[src/rtl/srlw_pkg.sv]
// Purpose: Shared constants for the serial receive link control block.
// Assumes: Register indices are word indices; byte address is index * 4.
// Notes: Only bits named by a mask are stored; all other bits read zero.
package srlw_pkg;

	// Register word indices
	localparam logic [9:0] IDX_RATE     = 10'h10a;
	localparam logic [9:0] IDX_VCO_LOW_RANGE_BIT   = 10'h10b;
	localparam logic [9:0] IDX_SYNC     = 10'h120;
	localparam logic [9:0] IDX_TEST     = 10'h121;
	localparam logic [9:0] IDX_WDOG     = 10'h124;
	localparam logic [9:0] IDX_EPW      = 10'h127;
	localparam logic [9:0] IDX_CRCTH    = 10'h128;
	localparam logic [9:0] IDX_CTRL     = 10'h180;
	localparam logic [9:0] IDX_STATUS   = 10'h181;
	localparam logic [9:0] IDX_IRQ_STAT = 10'h182;
	localparam logic [9:0] IDX_IRQ_EN   = 10'h183;
	localparam logic [9:0] IDX_IRQ_CLR  = 10'h184;

	// Writable bits of each register
	localparam logic [7:0] MASK_RATE   = 8'h03;
	localparam logic [7:0] MASK_VCO_LOW_RANGE_BIT = 8'h01;
	localparam logic [7:0] MASK_SYNC   = 8'h01;
	localparam logic [7:0] MASK_TEST   = 8'h1f;
	localparam logic [7:0] MASK_WDOG   = 8'hb7;
	localparam logic [7:0] MASK_EPW    = 8'h07;
	localparam logic [7:0] MASK_CRCTH  = 8'h0f;
	localparam logic [7:0] MASK_CTRL   = 8'h03;
	localparam logic [7:0] MASK_IRQ    = 8'h07;

	// Reset values
	localparam logic [7:0] RST_RATE   = 8'h00;
	localparam logic [7:0] RST_VCO_LOW_RANGE_BIT = 8'h00;
	localparam logic [7:0] RST_SYNC   = 8'h01;
	localparam logic [7:0] RST_TEST   = 8'h00;
	localparam logic [7:0] RST_WDOG   = 8'h00;
	localparam logic [7:0] RST_EPW    = 8'h00;
	localparam logic [7:0] RST_CRCTH  = 8'h00;
	localparam logic [7:0] RST_CTRL   = 8'h00;
	localparam logic [7:0] RST_IRQ    = 8'h00;

	// Field positions
	localparam int WD_PLL_BIT  = 7;
	localparam int WD_DEC_LSB  = 4;
	localparam int WD_TH_LSB   = 0;
	localparam int CRC_REC_LSB = 2;
	localparam int CHECKSUM_ERROR_THRESHOLDS_LSB  = 0;
	localparam int CTRL_EN_BIT  = 0;
	localparam int CTRL_ENC_BIT = 1;
	localparam int IRQ_WDOG = 0;
	localparam int IRQ_CRC  = 1;
	localparam int IRQ_ERR  = 2;

	// Timing
	localparam int CLK_MHZ        = 100;
	localparam int PHY_RST_NS     = 160;
	localparam int PHY_RST_CYCLES = (PHY_RST_NS * CLK_MHZ + 999) / 1000;

	typedef enum logic [2:0] {
		SRLW_TEST_OFF    = 3'b000,
		SRLW_TEST_PRBS7  = 3'b001,
		SRLW_TEST_PRBS9  = 3'b010,
		SRLW_TEST_PRBS15 = 3'b011,
		SRLW_TEST_PRBS31 = 3'b100
	} srlw_test_t;

endpackage

[src/rtl/srlw_top.sv]
// Purpose: Receive link configuration, SYNC control and link watchdog.
// Assumes: Link status and error strobes share this clock; APB slave.
// Notes: Registers are reached at byte address index * 4.
`timescale 1ns/1ps
`default_nettype none
module srlw_top #(
	parameter int LANES       = 16,
	parameter int WD_TICK_DIV = 8,
	parameter int LINK_DIV    = 4,
	parameter int TH1_LOG     = 17,
	parameter int TH2_LOG     = 19,
	parameter int TH3_LOG     = 21,
	parameter int TH4_LOG     = 23
) (
	// Clock and reset
	input  wire logic             clock,
	input  wire logic             resetn,
	// APB slave
	input  wire logic             psel,
	input  wire logic             penable,
	input  wire logic             pwrite,
	input  wire logic [11:0]      paddr,
	input  wire logic [31:0]      pwdata,
	output logic                  pready,
	output logic [31:0]           prdata,
	output logic                  pslverr,
	// Link status from the receiver
	input  wire logic             link_up,
	input  wire logic             link_sync_n,
	input  wire logic             err_event,
	input  wire logic [LANES-1:0] mb_done,
	input  wire logic [LANES-1:0] mb_crc_err,
	// Configuration to the PHY
	output logic [3:0]            line_rate_mult_x2,
	output logic                  vco_low_range,
	output logic [2:0]            test_mode,
	output logic                  link_enable,
	output logic                  encoding_mode,
	// SYNC and PHY resets
	output logic                  sync_n,
	output logic                  phy_rx_reset,
	output logic                  phy_pll_reset,
	// Interrupt
	output logic                  irq
);
	localparam int WD_W  = TH4_LOG + 1;
	localparam int DIV_W = $clog2(WD_TICK_DIV);
	localparam int LNK_W = $clog2(LINK_DIV);

	generate
		if (LANES < 1 || LANES > 16 || WD_TICK_DIV < 2 || LINK_DIV < 2 ||
		    TH4_LOG > 30 || TH1_LOG < 1 || TH1_LOG > TH2_LOG ||
		    TH2_LOG > TH3_LOG || TH3_LOG > TH4_LOG)
			$error("srlw_top: unsupported parameter values");
	endgenerate

	function automatic logic hit(input logic [11:0] a, input logic [9:0] idx);
		return (a[1:0] == 2'b00) && (a[11:2] == idx);
	endfunction

	function automatic logic [3:0] rate_mult(input logic [1:0] code);
		case (code)
			2'b00:   return 4'h8;
			2'b01:   return 4'h4;
			2'b10:   return 4'h2;
			2'b11:   return 4'h1;
			default: return 4'h8;
		endcase
	endfunction

	function automatic logic [2:0] test_dec(input logic [4:0] code);
		return (code <= 5'h04) ? code[2:0] : srlw_pkg::SRLW_TEST_OFF;
	endfunction

	function automatic logic [WD_W-1:0] th_limit(input logic [2:0] code);
		case (code)
			3'h1:    return WD_W'(1) << TH1_LOG;
			3'h2:    return WD_W'(1) << TH2_LOG;
			3'h3:    return WD_W'(1) << TH3_LOG;
			3'h4:    return WD_W'(1) << TH4_LOG;
			default: return '0;
		endcase
	endfunction

	// Register storage
	logic [7:0] rate_code_r;
	logic [7:0] vco_low_range_bit_r;
	logic [7:0] sync_r;
	logic [7:0] test_r;
	logic [7:0] wdog_r;
	logic [7:0] epw_r;
	logic [7:0] crcth_r;
	logic [7:0] ctrl_r;
	logic [7:0] irq_stat;
	logic [7:0] irq_en;

	// APB decode
	wire setup  = psel & ~penable;
	wire wr_acc = psel & penable & pwrite & pready & ~pslverr;
	wire mapped = hit(paddr, srlw_pkg::IDX_RATE) |
		hit(paddr, srlw_pkg::IDX_VCO_LOW_RANGE_BIT) | hit(paddr, srlw_pkg::IDX_SYNC) |
		hit(paddr, srlw_pkg::IDX_TEST) | hit(paddr, srlw_pkg::IDX_WDOG) |
		hit(paddr, srlw_pkg::IDX_EPW) | hit(paddr, srlw_pkg::IDX_CRCTH) |
		hit(paddr, srlw_pkg::IDX_CTRL) | hit(paddr, srlw_pkg::IDX_STATUS) |
		hit(paddr, srlw_pkg::IDX_IRQ_STAT) |
		hit(paddr, srlw_pkg::IDX_IRQ_EN) | hit(paddr, srlw_pkg::IDX_IRQ_CLR);
	wire [7:0] wbyte = pwdata[7:0];
	wire [7:0] clr_bits = (wr_acc && hit(paddr, srlw_pkg::IDX_IRQ_CLR)) ?
		(wbyte & srlw_pkg::MASK_IRQ) : 8'h00;

	// Derived controls
	wire        manual_sync_request_bit = sync_r[0];
	wire [1:0]  watchdog_decrement_select = wdog_r[srlw_pkg::WD_DEC_LSB +: 2];
	wire [2:0]  watchdog_threshold_select = wdog_r[srlw_pkg::WD_TH_LSB +: 3];
	wire        watchdog_pll_reset_select = wdog_r[srlw_pkg::WD_PLL_BIT];
	wire [2:0]  error_pulse_width = epw_r[2:0];

	// Per-lane checksum faults
	logic [LANES-1:0] crc_fault;
	logic             fault_q;
	genvar g;
	generate
		for (g = 0; g < LANES; g++) begin : g_lane
			srlw_crc_lane u_lane (
				.clock     (clock),
				.resetn    (resetn),
				.mb_done   (mb_done[g]),
				.mb_err    (mb_crc_err[g]),
				.err_th    (crcth_r[srlw_pkg::CHECKSUM_ERROR_THRESHOLDS_LSB +: 2]),
				.rec_th    (crcth_r[srlw_pkg::CRC_REC_LSB +: 2]),
				.crc_fault (crc_fault[g])
			);
		end
	endgenerate
	wire fault_any = |crc_fault;

	// Watchdog; one tick per interval keeps the counter narrow
	logic [DIV_W-1:0] wd_div;
	logic [WD_W-1:0]  wd_count;
	logic [7:0]       rst_cnt;
	wire              wd_tick  = (wd_div == DIV_W'(WD_TICK_DIV - 1));
	wire [WD_W-1:0]   wd_limit = th_limit(watchdog_threshold_select);
	wire              wd_active = link_enable & (wd_limit != '0);
	wire              wd_fire  = wd_active & (wd_count >= wd_limit);
	wire              healthy  = link_up & ~fault_any;
	wire [WD_W-1:0]   wd_step  = (watchdog_decrement_select == 2'h0) ?
		WD_W'(1) : (watchdog_decrement_select == 2'h1) ? WD_W'(2) :
		(watchdog_decrement_select == 2'h2) ? WD_W'(8) : WD_W'(16);
	wire [WD_W-1:0]   wd_down  = (wd_count > wd_step) ?
		wd_count - wd_step : '0;
	wire [WD_W-1:0]   wd_up    = wd_count + WD_W'(1);
	// Sampling once per tick may miss brief link-up bursts
	wire [WD_W-1:0]   next_wd_count = (!wd_active || wd_fire) ? '0 :
		!wd_tick ? wd_count : healthy ? wd_down : wd_up;
	wire [7:0]        next_rst_cnt = wd_fire ?
		8'(srlw_pkg::PHY_RST_CYCLES) :
		(rst_cnt != 8'h00) ? rst_cnt - 8'h01 : 8'h00;

	// SYNC error pulse counted in link clock cycles
	logic [LNK_W-1:0] lnk_div;
	logic [2:0]       epw_cnt;
	wire              lnk_tick  = (lnk_div == LNK_W'(LINK_DIV - 1));
	wire              err_start = err_event & link_enable &
		(error_pulse_width != 3'h0) & (epw_cnt == 3'h0);
	wire [2:0]        next_epw_cnt = err_start ? error_pulse_width :
		(lnk_tick && epw_cnt != 3'h0) ? epw_cnt - 3'h1 : epw_cnt;
	wire              next_sync_n = manual_sync_request_bit &
		link_sync_n & (epw_cnt == 3'h0);

	// Interrupt status; a new event wins over a clear in the same cycle
	wire [7:0] irq_events = {5'h00, err_start, fault_any & ~fault_q, wd_fire};
	wire [7:0] next_irq_stat = (irq_stat & ~clr_bits) | irq_events;

	wire [7:0] status_word = {4'h0, |wd_count, fault_any, sync_n, link_up};
	wire [7:0] rd_byte =
		hit(paddr, srlw_pkg::IDX_RATE)     ? rate_code_r :
		hit(paddr, srlw_pkg::IDX_VCO_LOW_RANGE_BIT)   ? vco_low_range_bit_r :
		hit(paddr, srlw_pkg::IDX_SYNC)     ? sync_r :
		hit(paddr, srlw_pkg::IDX_TEST)     ? test_r :
		hit(paddr, srlw_pkg::IDX_WDOG)     ? wdog_r :
		hit(paddr, srlw_pkg::IDX_EPW)      ? epw_r :
		hit(paddr, srlw_pkg::IDX_CRCTH)    ? crcth_r :
		hit(paddr, srlw_pkg::IDX_CTRL)     ? ctrl_r :
		hit(paddr, srlw_pkg::IDX_STATUS)   ? status_word :
		hit(paddr, srlw_pkg::IDX_IRQ_STAT) ? irq_stat :
		hit(paddr, srlw_pkg::IDX_IRQ_EN)   ? irq_en : 8'h00;

	// Bus handshake: answer in the first access cycle
	always_ff @(posedge clock or negedge resetn) begin
		if (!resetn) begin
			pready  <= 1'b0;
			pslverr <= 1'b0;
			prdata  <= 32'h0000_0000;
		end else begin
			pready  <= setup;
			pslverr <= setup & ~mapped;
			prdata  <= (setup && !pwrite) ? {24'h00_0000, rd_byte} : 32'h0;
		end
	end

	// Masked writes drop reserved bits
	always_ff @(posedge clock or negedge resetn) begin
		if (!resetn) begin
			rate_code_r <= srlw_pkg::RST_RATE;
			vco_low_range_bit_r    <= srlw_pkg::RST_VCO_LOW_RANGE_BIT;
			sync_r      <= srlw_pkg::RST_SYNC;
			test_r      <= srlw_pkg::RST_TEST;
			wdog_r      <= srlw_pkg::RST_WDOG;
			epw_r       <= srlw_pkg::RST_EPW;
			crcth_r     <= srlw_pkg::RST_CRCTH;
			ctrl_r      <= srlw_pkg::RST_CTRL;
			irq_en      <= srlw_pkg::RST_IRQ;
		end else if (wr_acc) begin
			if (hit(paddr, srlw_pkg::IDX_RATE))
				rate_code_r <= wbyte & srlw_pkg::MASK_RATE;
			if (hit(paddr, srlw_pkg::IDX_VCO_LOW_RANGE_BIT))
				vco_low_range_bit_r <= wbyte & srlw_pkg::MASK_VCO_LOW_RANGE_BIT;
			if (hit(paddr, srlw_pkg::IDX_SYNC))
				sync_r <= wbyte & srlw_pkg::MASK_SYNC;
			if (hit(paddr, srlw_pkg::IDX_TEST))
				test_r <= wbyte & srlw_pkg::MASK_TEST;
			if (hit(paddr, srlw_pkg::IDX_WDOG))
				wdog_r <= wbyte & srlw_pkg::MASK_WDOG;
			if (hit(paddr, srlw_pkg::IDX_EPW))
				epw_r <= wbyte & srlw_pkg::MASK_EPW;
			if (hit(paddr, srlw_pkg::IDX_CRCTH))
				crcth_r <= wbyte & srlw_pkg::MASK_CRCTH;
			if (hit(paddr, srlw_pkg::IDX_CTRL))
				ctrl_r <= wbyte & srlw_pkg::MASK_CTRL;
			if (hit(paddr, srlw_pkg::IDX_IRQ_EN))
				irq_en <= wbyte & srlw_pkg::MASK_IRQ;
		end
	end

	// Registered configuration outputs
	always_ff @(posedge clock or negedge resetn) begin
		if (!resetn) begin
			line_rate_mult_x2 <= 4'h8;
			vco_low_range     <= 1'b0;
			test_mode         <= srlw_pkg::SRLW_TEST_OFF;
			link_enable       <= 1'b0;
			encoding_mode     <= 1'b0;
		end else begin
			line_rate_mult_x2 <= rate_mult(rate_code_r[1:0]);
			vco_low_range     <= vco_low_range_bit_r[0];
			test_mode         <= test_dec(test_r[4:0]);
			link_enable       <= ctrl_r[srlw_pkg::CTRL_EN_BIT];
			encoding_mode     <= ctrl_r[srlw_pkg::CTRL_ENC_BIT];
		end
	end

	// Watchdog, SYNC and interrupt state
	always_ff @(posedge clock or negedge resetn) begin
		if (!resetn) begin
			wd_div        <= '0;
			wd_count      <= '0;
			rst_cnt       <= 8'h00;
			phy_rx_reset  <= 1'b0;
			phy_pll_reset <= 1'b0;
			lnk_div       <= '0;
			epw_cnt       <= 3'h0;
			sync_n        <= 1'b0;
			fault_q       <= 1'b0;
			irq_stat      <= srlw_pkg::RST_IRQ;
			irq           <= 1'b0;
		end else begin
			wd_div        <= wd_tick ? '0 : wd_div + DIV_W'(1);
			wd_count      <= next_wd_count;
			rst_cnt       <= next_rst_cnt;
			phy_rx_reset  <= next_rst_cnt != 8'h00;
			if (wd_fire)
				phy_pll_reset <= watchdog_pll_reset_select;
			else if (next_rst_cnt == 8'h00)
				phy_pll_reset <= 1'b0;
			lnk_div       <= lnk_tick ? '0 : lnk_div + LNK_W'(1);
			epw_cnt       <= next_epw_cnt;
			sync_n        <= next_sync_n;
			fault_q       <= fault_any;
			irq_stat      <= next_irq_stat;
			irq           <= |(irq_stat & irq_en);
		end
	end
endmodule // srlw_top
`default_nettype wire

[src/rtl/srlw_crc_lane.sv]
// Purpose: Per-lane checksum fault tracker over received multiblocks.
// Assumes: Multiblock strobes come from logic on the same clock.
// Notes: Fault sets when the error count reaches the threshold.
`timescale 1ns/1ps
`default_nettype none
module srlw_crc_lane (
	// Clock and reset
	input  wire logic       clock,
	input  wire logic       resetn,
	// Multiblock events
	input  wire logic       mb_done,
	input  wire logic       mb_err,
	// Thresholds
	input  wire logic [1:0] err_th,
	input  wire logic [1:0] rec_th,
	// Result
	output logic            crc_fault
);
	logic [3:0] err_cnt;
	logic [6:0] clean_cnt;

	wire [3:0] err_lim   = 4'(4'h1 << err_th);
	wire [6:0] clean_lim = 7'(7'h01 << {rec_th, 1'b0});
	wire [3:0] err_inc   = (err_cnt == err_lim) ? err_cnt : err_cnt + 4'h1;
	wire [6:0] clean_inc = clean_cnt + 7'h01;
	wire       recovered = mb_done & ~mb_err & (clean_inc >= clean_lim);

	always_ff @(posedge clock or negedge resetn) begin
		if (!resetn) begin
			err_cnt   <= 4'h0;
			clean_cnt <= 7'h00;
			crc_fault <= 1'b0;
		end else if (mb_done && mb_err) begin
			err_cnt   <= err_inc;
			clean_cnt <= 7'h00;
			if (err_inc >= err_lim)
				crc_fault <= 1'b1;
		end else if (recovered) begin
			err_cnt   <= 4'h0;
			clean_cnt <= 7'h00;
			crc_fault <= 1'b0;
		end else if (mb_done) begin
			clean_cnt <= clean_inc;
		end
	end
endmodule // srlw_crc_lane
`default_nettype wire

[config.mk]
export PLATFORM = sky130hd
export DESIGN_NAME = srlw_top
export DESIGN_NICKNAME = d
export VERILOG_FILES = /design/src/rtl/srlw_pkg.sv /design/src/rtl/srlw_top.sv /design/src/rtl/srlw_crc_lane.sv
export SDC_FILE = /design/constraint.sdc
export NUM_CORES = 1
export LEC_CHECK = 0
export BUFFER_PORTS_ARGS = -buffer_cell sky130_fd_sc_hd__clkbuf_2
export CAP_MARGIN = 20
export CORE_MARGIN = 4
export CORE_UTILIZATION = 50
export DETAILED_ROUTE_END_ITERATION = 12
export PLACE_DENSITY = 0.68
export SLEW_MARGIN = 5
export SYNTH_ARGS = -nofsm -noshare
export SYNTH_HDL_FRONTEND = slang
export SYNTH_HIERARCHICAL = 1
export SYNTH_SLANG_ARGS = --single-unit
[constraint.sdc]
create_clock -name clock -period 3.6 [get_ports clock]
set_input_delay 0.36 -clock clock [delete_from_list [all_inputs] [get_ports clock]]
set_output_delay 0.36 -clock clock [all_outputs]
set_load 0.1 [all_outputs]
After elaboration in Yosys (flattened, before gate mapping)
Index checks and enable logic that the tools add are counted.
{ "totals": {"ff_bits": 292, "in_bits": 84, "out_inout_bits": 48, "elab_cells": 571} }
{ "classes": {"n_addsub": 38, "order_cmp": 35, "n_eq_ne": 55, "shifts": 2, "muxes": 175, "bitwise_logic": 83, "n_reduce_logical": 107} }
{ "ops": {"columns": ["cell", "count"], "rows": [
  ["2-to-1 mux 7 bit", 48],
  ["2-to-1 mux 4 bit", 48],
  ["equality test 10 x 9 -> 1 bit, second input constant", 12],
  ["adder 7 x 1 -> 7 bit, second input constant", 16],
  [">= comparator 7 bit", 16],
  ["2-to-1 mux 8 bit", 13],
  ["2-to-1 mux 24 bit", 4],
  ["one-hot mux 24 bit (4 select lines)", 1],
  ["adder 4 x 1 -> 4 bit, second input constant", 16],
  ["equality test 4 bit", 16],
  [">= comparator 4 bit", 16],
  ["nonzero test 3 bit", 18],
  ["2-to-1 mux 1 bit", 50],
  ["AND reduction 2 bit", 25],
  ["bitwise AND 1 bit", 47],
  ["nonzero test 2 bit", 19],
  ["!= test 2 bit, second input constant", 16],
  ["logical AND 1 bit", 31],
  ["adder 24 x 1 -> 24 bit, second input constant", 1],
  [">= comparator 24 bit", 1],
  ["> comparator 24 x 5 -> 1 bit", 1],
  ["nonzero test 24 bit", 1],
  ["OR reduction 24 bit", 1],
  ["subtractor 24 x 5 -> 24 bit", 1],
  ["other kinds (30)", 77]
]} }

Logic depth before layout (Yosys ltp)
{ "logic_depth": {"ltp_word": 15, "depth_mapped": 12, "ltp_nobuf": 11} }

By module
The synthesis kept the hierarchy.
{ "by_module_without_submodules": {"columns": ["mod", "instances", "cells_per_inst", "area_each_um2", "seq_area_each_um2"], "rows": [
  ["srlw_crc_lane", 16, 123, 1049.8, 300.3],
  ["srlw_top", 1, 637, 5850.6, 2354.8]
]} }

Worst setup path after synthesis
No wires, ideal clock.
{ "synth_timing": {"kind": "reg-to-reg", "startpoint": "reg crcth_r[1]", "endpoint": "reg g_lane[0].u_lane.crc_fault", "setup_time_ns": 0.135, "arrival_ns": 3.304, "required_ns": 3.465, "setup_slack_ns": 0.161, "path_stages_with_launch": 10, "path_cell_list": "dfrtp_1 > nand2b_1 > or3_1 > nand3_1 > mux2_1 > ha_1 > o21ai_0 > a21oi_1 > a211oi_1 > o22ai_1"} }
{ "synth_via": {"elab_chain_cells": 6} }
{ "synth_rtl": {"columns": ["item", "line", "text"], "rows": [
  ["start: declaration", "srlw_top.sv:92", "logic [7:0] crcth_r;"],
  ["start signal: assignment", "srlw_top.sv:210", "crcth_r <= srlw_pkg::RST_CRCTH;"],
  ["start signal: assignment", "srlw_top.sv:227", "crcth_r <= wbyte & srlw_pkg::MASK_CRCTH;"],
  ["<< shifter 1 x 2 -> 4 bit *", "srlw_crc_lane.sv:22", "wire [3:0] err_lim = 4'(4'h1 << err_th);"],
  ["equality test 4 bit", "srlw_crc_lane.sv:24", "wire [3:0] err_inc = (err_cnt == err_lim) ? err_cnt : err_cnt + 4'h1;"],
  ["2-to-1 mux 4 bit", "srlw_crc_lane.sv:24", null],
  [">= comparator 4 bit *", "srlw_crc_lane.sv:36", "if (err_inc >= err_lim)"],
  ["!= test 2 bit (no line) *", null, null],
  ["AND reduction 2 bit (no line) *", null, null],
  ["end signal: assignment", "srlw_crc_lane.sv:32", "crc_fault <= 1'b0;"],
  ["end signal: assignment", "srlw_crc_lane.sv:37", "crc_fault <= 1'b1;"],
  ["end signal: assignment", "srlw_crc_lane.sv:41", "crc_fault <= 1'b0;"],
  ["end: declaration", "srlw_crc_lane.sv:17", "output logic crc_fault"]
]} }
Mark *: on every way between the ends. The rest lies on a longest branch, timed or not.
A chain may end at the register's enable or synchronous reset.

Worst setup path after layout
{ "layout_timing": {"startpoint": "reg crcth_r[0]", "endpoint": "reg g_lane[12].u_lane.crc_fault"} }
{ "layout_via": {"elab_chain_cells": 6} }
{ "layout_rtl": {"columns": ["item", "line"], "rows": [
  ["<< shifter 1 x 2 -> 4 bit *", "srlw_crc_lane.sv:22"],
  ["equality test 4 bit", "srlw_crc_lane.sv:24"],
  ["2-to-1 mux 4 bit", "srlw_crc_lane.sv:24"],
  [">= comparator 4 bit *", "srlw_crc_lane.sv:36"],
  ["!= test 2 bit (no line) *", null],
  ["AND reduction 2 bit (no line) *", null],
  ["end signal: assignment", "srlw_crc_lane.sv:32"],
  ["end signal: assignment", "srlw_crc_lane.sv:37"],
  ["end signal: assignment", "srlw_crc_lane.sv:41"],
  ["end: declaration", "srlw_crc_lane.sv:17"]
]} }
Marks and branches as above.

==> impl_metrics.env <==
export IMPL_outcome="complete, no violations"
export IMPL_relSlewSlack_pct=36.4
export IMPL_synth_top_family_by_area="simple AND/OR/NAND/NOR gates"
export IMPL_p_clk_share_pct=32.7
export IMPL_crit_type="register to register"
export IMPL_clock_sinks=286
export IMPL_switching_share_pct=35.2
export IMPL_start_util_pct=50.9
export IMPL_grt_overflow=0
export IMPL_synth_area_per_cell_um2=8.69
export IMPL_core_area_um2=44500
export IMPL_postCtsSetupBuffers=0
export IMPL_htreeDepth=2
export IMPL_synth_edf_count=0
export IMPL_grt_pass1_vias=19400
export IMPL_seq_area_um2=7170
export IMPL_grt_pass1_wl_mm=93.9
export IMPL_power_density_nw_per_um2=484
export IMPL_hold_violations=0
export IMPL_synthAdderAreaFrac_pct=9.87
export IMPL_wl_per_cell_um=16.5
export IMPL_drc_errors=0
export IMPL_area_delta_synth_final_pct=10.5
export IMPL_ios=132
export IMPL_critPathLaunchType="register"
export IMPL_root_buffer="clkbuf_16"
export IMPL_netlist_cell_type_count=81
export IMPL_multi_input_area_um2=14300
export IMPL_required_ns=4.02
export IMPL_crit_end="g_lane[12].u_lane/crc_fault$_DFFE_PN0P_"
export IMPL_synth_xor_area_share_pct=4.22
export IMPL_synth_seq_area_share_pct=31.6
export IMPL_num_vias=19800
export IMPL_r2r_start="crcth_r[0]$_DFFE_PN0P_"
export IMPL_yosys_area_share_simple_pct=25.2
export IMPL_cap_violations=0
export IMPL_synth_warnings=6
export IMPL_p_leak_uw=0.0109
export IMPL_synth_mux_area_share_pct=4.03
export IMPL_setup_violations=0
export IMPL_die_y_um=221
export IMPL_syn_inst=2605
export IMPL_worstHoldPathType="primary input to register"
export IMPL_post_route_period_util_pct=84.0
export IMPL_hold_start="link_sync_n"
export IMPL_clock_latency_ns=0.55
export IMPL_ys_async_sr_fraction_pct=100
export IMPL_grt_max_degree=85
export IMPL_grt_antenna_before_repair=2
export IMPL_grt_usage_pct=22.0
export IMPL_power_frac_comb_pct=32.6
export IMPL_finalWirelength_mm=54.4
export IMPL_ant_nets=0
export IMPL_p_sw_uw=4260
export IMPL_synth_compound_area_share_pct=19.5
export IMPL_vias_per_cell=5.97
export IMPL_regToRegSetupSlack_ns=0.58
export IMPL_finalCriticalPeriod_ns=3.02
export IMPL_rsz0062_at_grt="no"
export IMPL_worstPathMaxFanout=36
export IMPL_first_pass_iters=6
export IMPL_synth_seq_cells=286
export IMPL_numCtsBuffers=37
export IMPL_cts_tree="yes"
export IMPL_tns_ns=0
export IMPL_worst_slew_pin_transition_ns=0.954
export IMPL_dpl_hpwl_mm=38.8
export IMPL_fin_skew_ns=0.0120
export IMPL_max_freq_ghz=0.331
export IMPL_drt_iter0_markers=1464
export IMPL_die_area_um2=48800
export IMPL_clk_path_buf_depth=3
export IMPL_power_uw=12100
export IMPL_sequentialPowerShare_pct=34.7
export IMPL_endpoint_kind="register"
export IMPL_drive_gt1_share_pct=11.6
export IMPL_critPathLaunch="crcth_r[0]$_DFFE_PN0P_"
export IMPL_die_x_um=221
export IMPL_path_clk_slew_ns=0.06
export IMPL_port_buffers=81
export IMPL_cell_internal_pwr_uw=7840
export IMPL_fillers=3956
export IMPL_gp_congestion=0.898
export IMPL_placementRows=77
export IMPL_crit_arrival_ns=3.44
export IMPL_nNetsFinal=2949
export IMPL_maxSlewViolCount=0
export IMPL_ys_flop_type="dfrtp_1"
export IMPL_reg2reg_to="g_lane[12].u_lane/crc_fault$_DFFE_PN0P_"
export IMPL_syn_cell_area_um2=22600
export IMPL_rr_worst_depth=10
export IMPL_utilization_pct=56.2
export IMPL_ir_worst_vdd_mv=0.456
==> worst min-delay path by stage <==
stage	to	slack, ns	cells after the start
detailed placement	vco_low_range$_DFF_PN0_	0.38	0
finish	sync_n$_DFF_PN0_	0.03	3
floorplan	crcth_r[0]$_DFFE_PN0P_	0.06	0
global placement	vco_low_range$_DFF_PN0_	0.38	0
global route	sync_n$_DFF_PN0_	0.02	3
CTS	sync_n$_DFF_PN0_	0.007	3
==> per-stage QoR <==
step	worst slack (ns)	hold WS (ns)	area, µm²	std cells
detailed placement	0.602	0.379	23700	3239
floorplan	0.161	0.0644	22700	2629
CTS	0.558	0.00654	25000	3308
global placement	0.657	0.381	23700	3239
finish	0.575	0.0348	25000	3309
global route	0.269	0.0217	25000	3309
==> registers in the layout, summed over array words and instances, names as in the netlist, 4 cells and up <==
signal / count
crcth_r: 4
g_lane.u_lane/clean_cnt: 112
g_lane.u_lane/crc_fault: 16
g_lane.u_lane/err_cnt: 64
line_rate_mult_x2: 4
prdata: 7
rst_cnt: 8
test_r: 5
wd_count: 24
wdog_r: 6
==> layout by cell type (no fill, tap or decap), drive strengths merged, types with 33 or more instances in the layout <==
cell and count:
o22ai 50, o211ai 54, nand4 41, nand2 288, xnor2 88, nor3 58
o31ai 33, a21boi 35, ha 177, nor2 203, dfrtp 284, nor3b 38
o41ai 33, clkbuf 133, mux2 46, mux2i 35, nand3 128, a21oi 75
o2bb2ai 50, nand2b 89, o21ai 131, inv 210, or3 42
==> Yosys cell counts, types with 40 or more instances <==
cell type	count	area (µm²)
nand3_1	112	561
xnor2_1	88	771
nor3_1	42	210
nor2_1	202	758
o22ai_1	50	313
nand2_1	288	1080
inv_1	209	785
a21oi_1	59	295
nand2b_1	89	557
clkbuf_1	40	150
o2bb2ai_1	50	438
ha_1	177	2210
o21ai_0	83	415
o21ai_1	48	240
or3_1	42	263
dfrtp_1	284	7110
nand4_1	41	257
==> cells by family (layout without fill, tap and decap cells) <==
kind of cell,Yosys count,after routing
simple gates,1051,1051
compound gates,598,598
buf+inv,299,386
flops,286,286
fa+ha+maj,178,178
xor+xnor,109,109
mux,83,83
other cells,1,26
==> metal layers <==
layer	share of wire, %	vias up	global-route usage [%]
met5	0.020	-	0
met1	45	9551	29.4
met4	2.4	2	6.68
met2	48	469	37.1
met3	4.8	98	3.39
li1	-	9631	-
==> area by class of cell <==
type | instances | share of cell area, %
Inverter | 209 | 3.14
Tap cell | 592 | 2.96
Clock inverter | 15 | 0.735
Multi-Input combinational cell | 2044 | 57.3
Antenna cell | 1 | 0.0100
Clock buffer | 53 | 4.51
Timing Repair Buffer | 109 | 2.71
Sequential cell | 286 | 28.6
==> power by group through the flow <==
stage / sequential (µW) / clock (µW) / combinational [µW]
floorplan: 4100 / 0 / 3140
global placement: 4210 / 0 / 3780
detailed placement: 4240 / 0 / 3930
CTS: 4190 / 4070 / 3970
global route: 4290 / 4210 / 4590
finish: 4200 / 3950 / 3950
==> critical path, cell delays in order (launching register included) <==
cell      delay, ns
dfrtp_2        0.68
buf_12         0.28
nand2b_1       0.16
or3_1          0.35
nand3_1        0.24
mux2_1         0.37
ha_1           0.27
o21ai_0        0.08
a21oi_1        0.08
a211oi_1       0.23
o22ai_1        0.13
==> repair_timing <==
| action | CTS | global route |
|---|---|---|
| hold buffers | 1 | 0 |
| hold endpoints to repair | 76 | 0 |
| gates resized for setup | 0 | 0 |
Power figures use the tool's default switching activity.
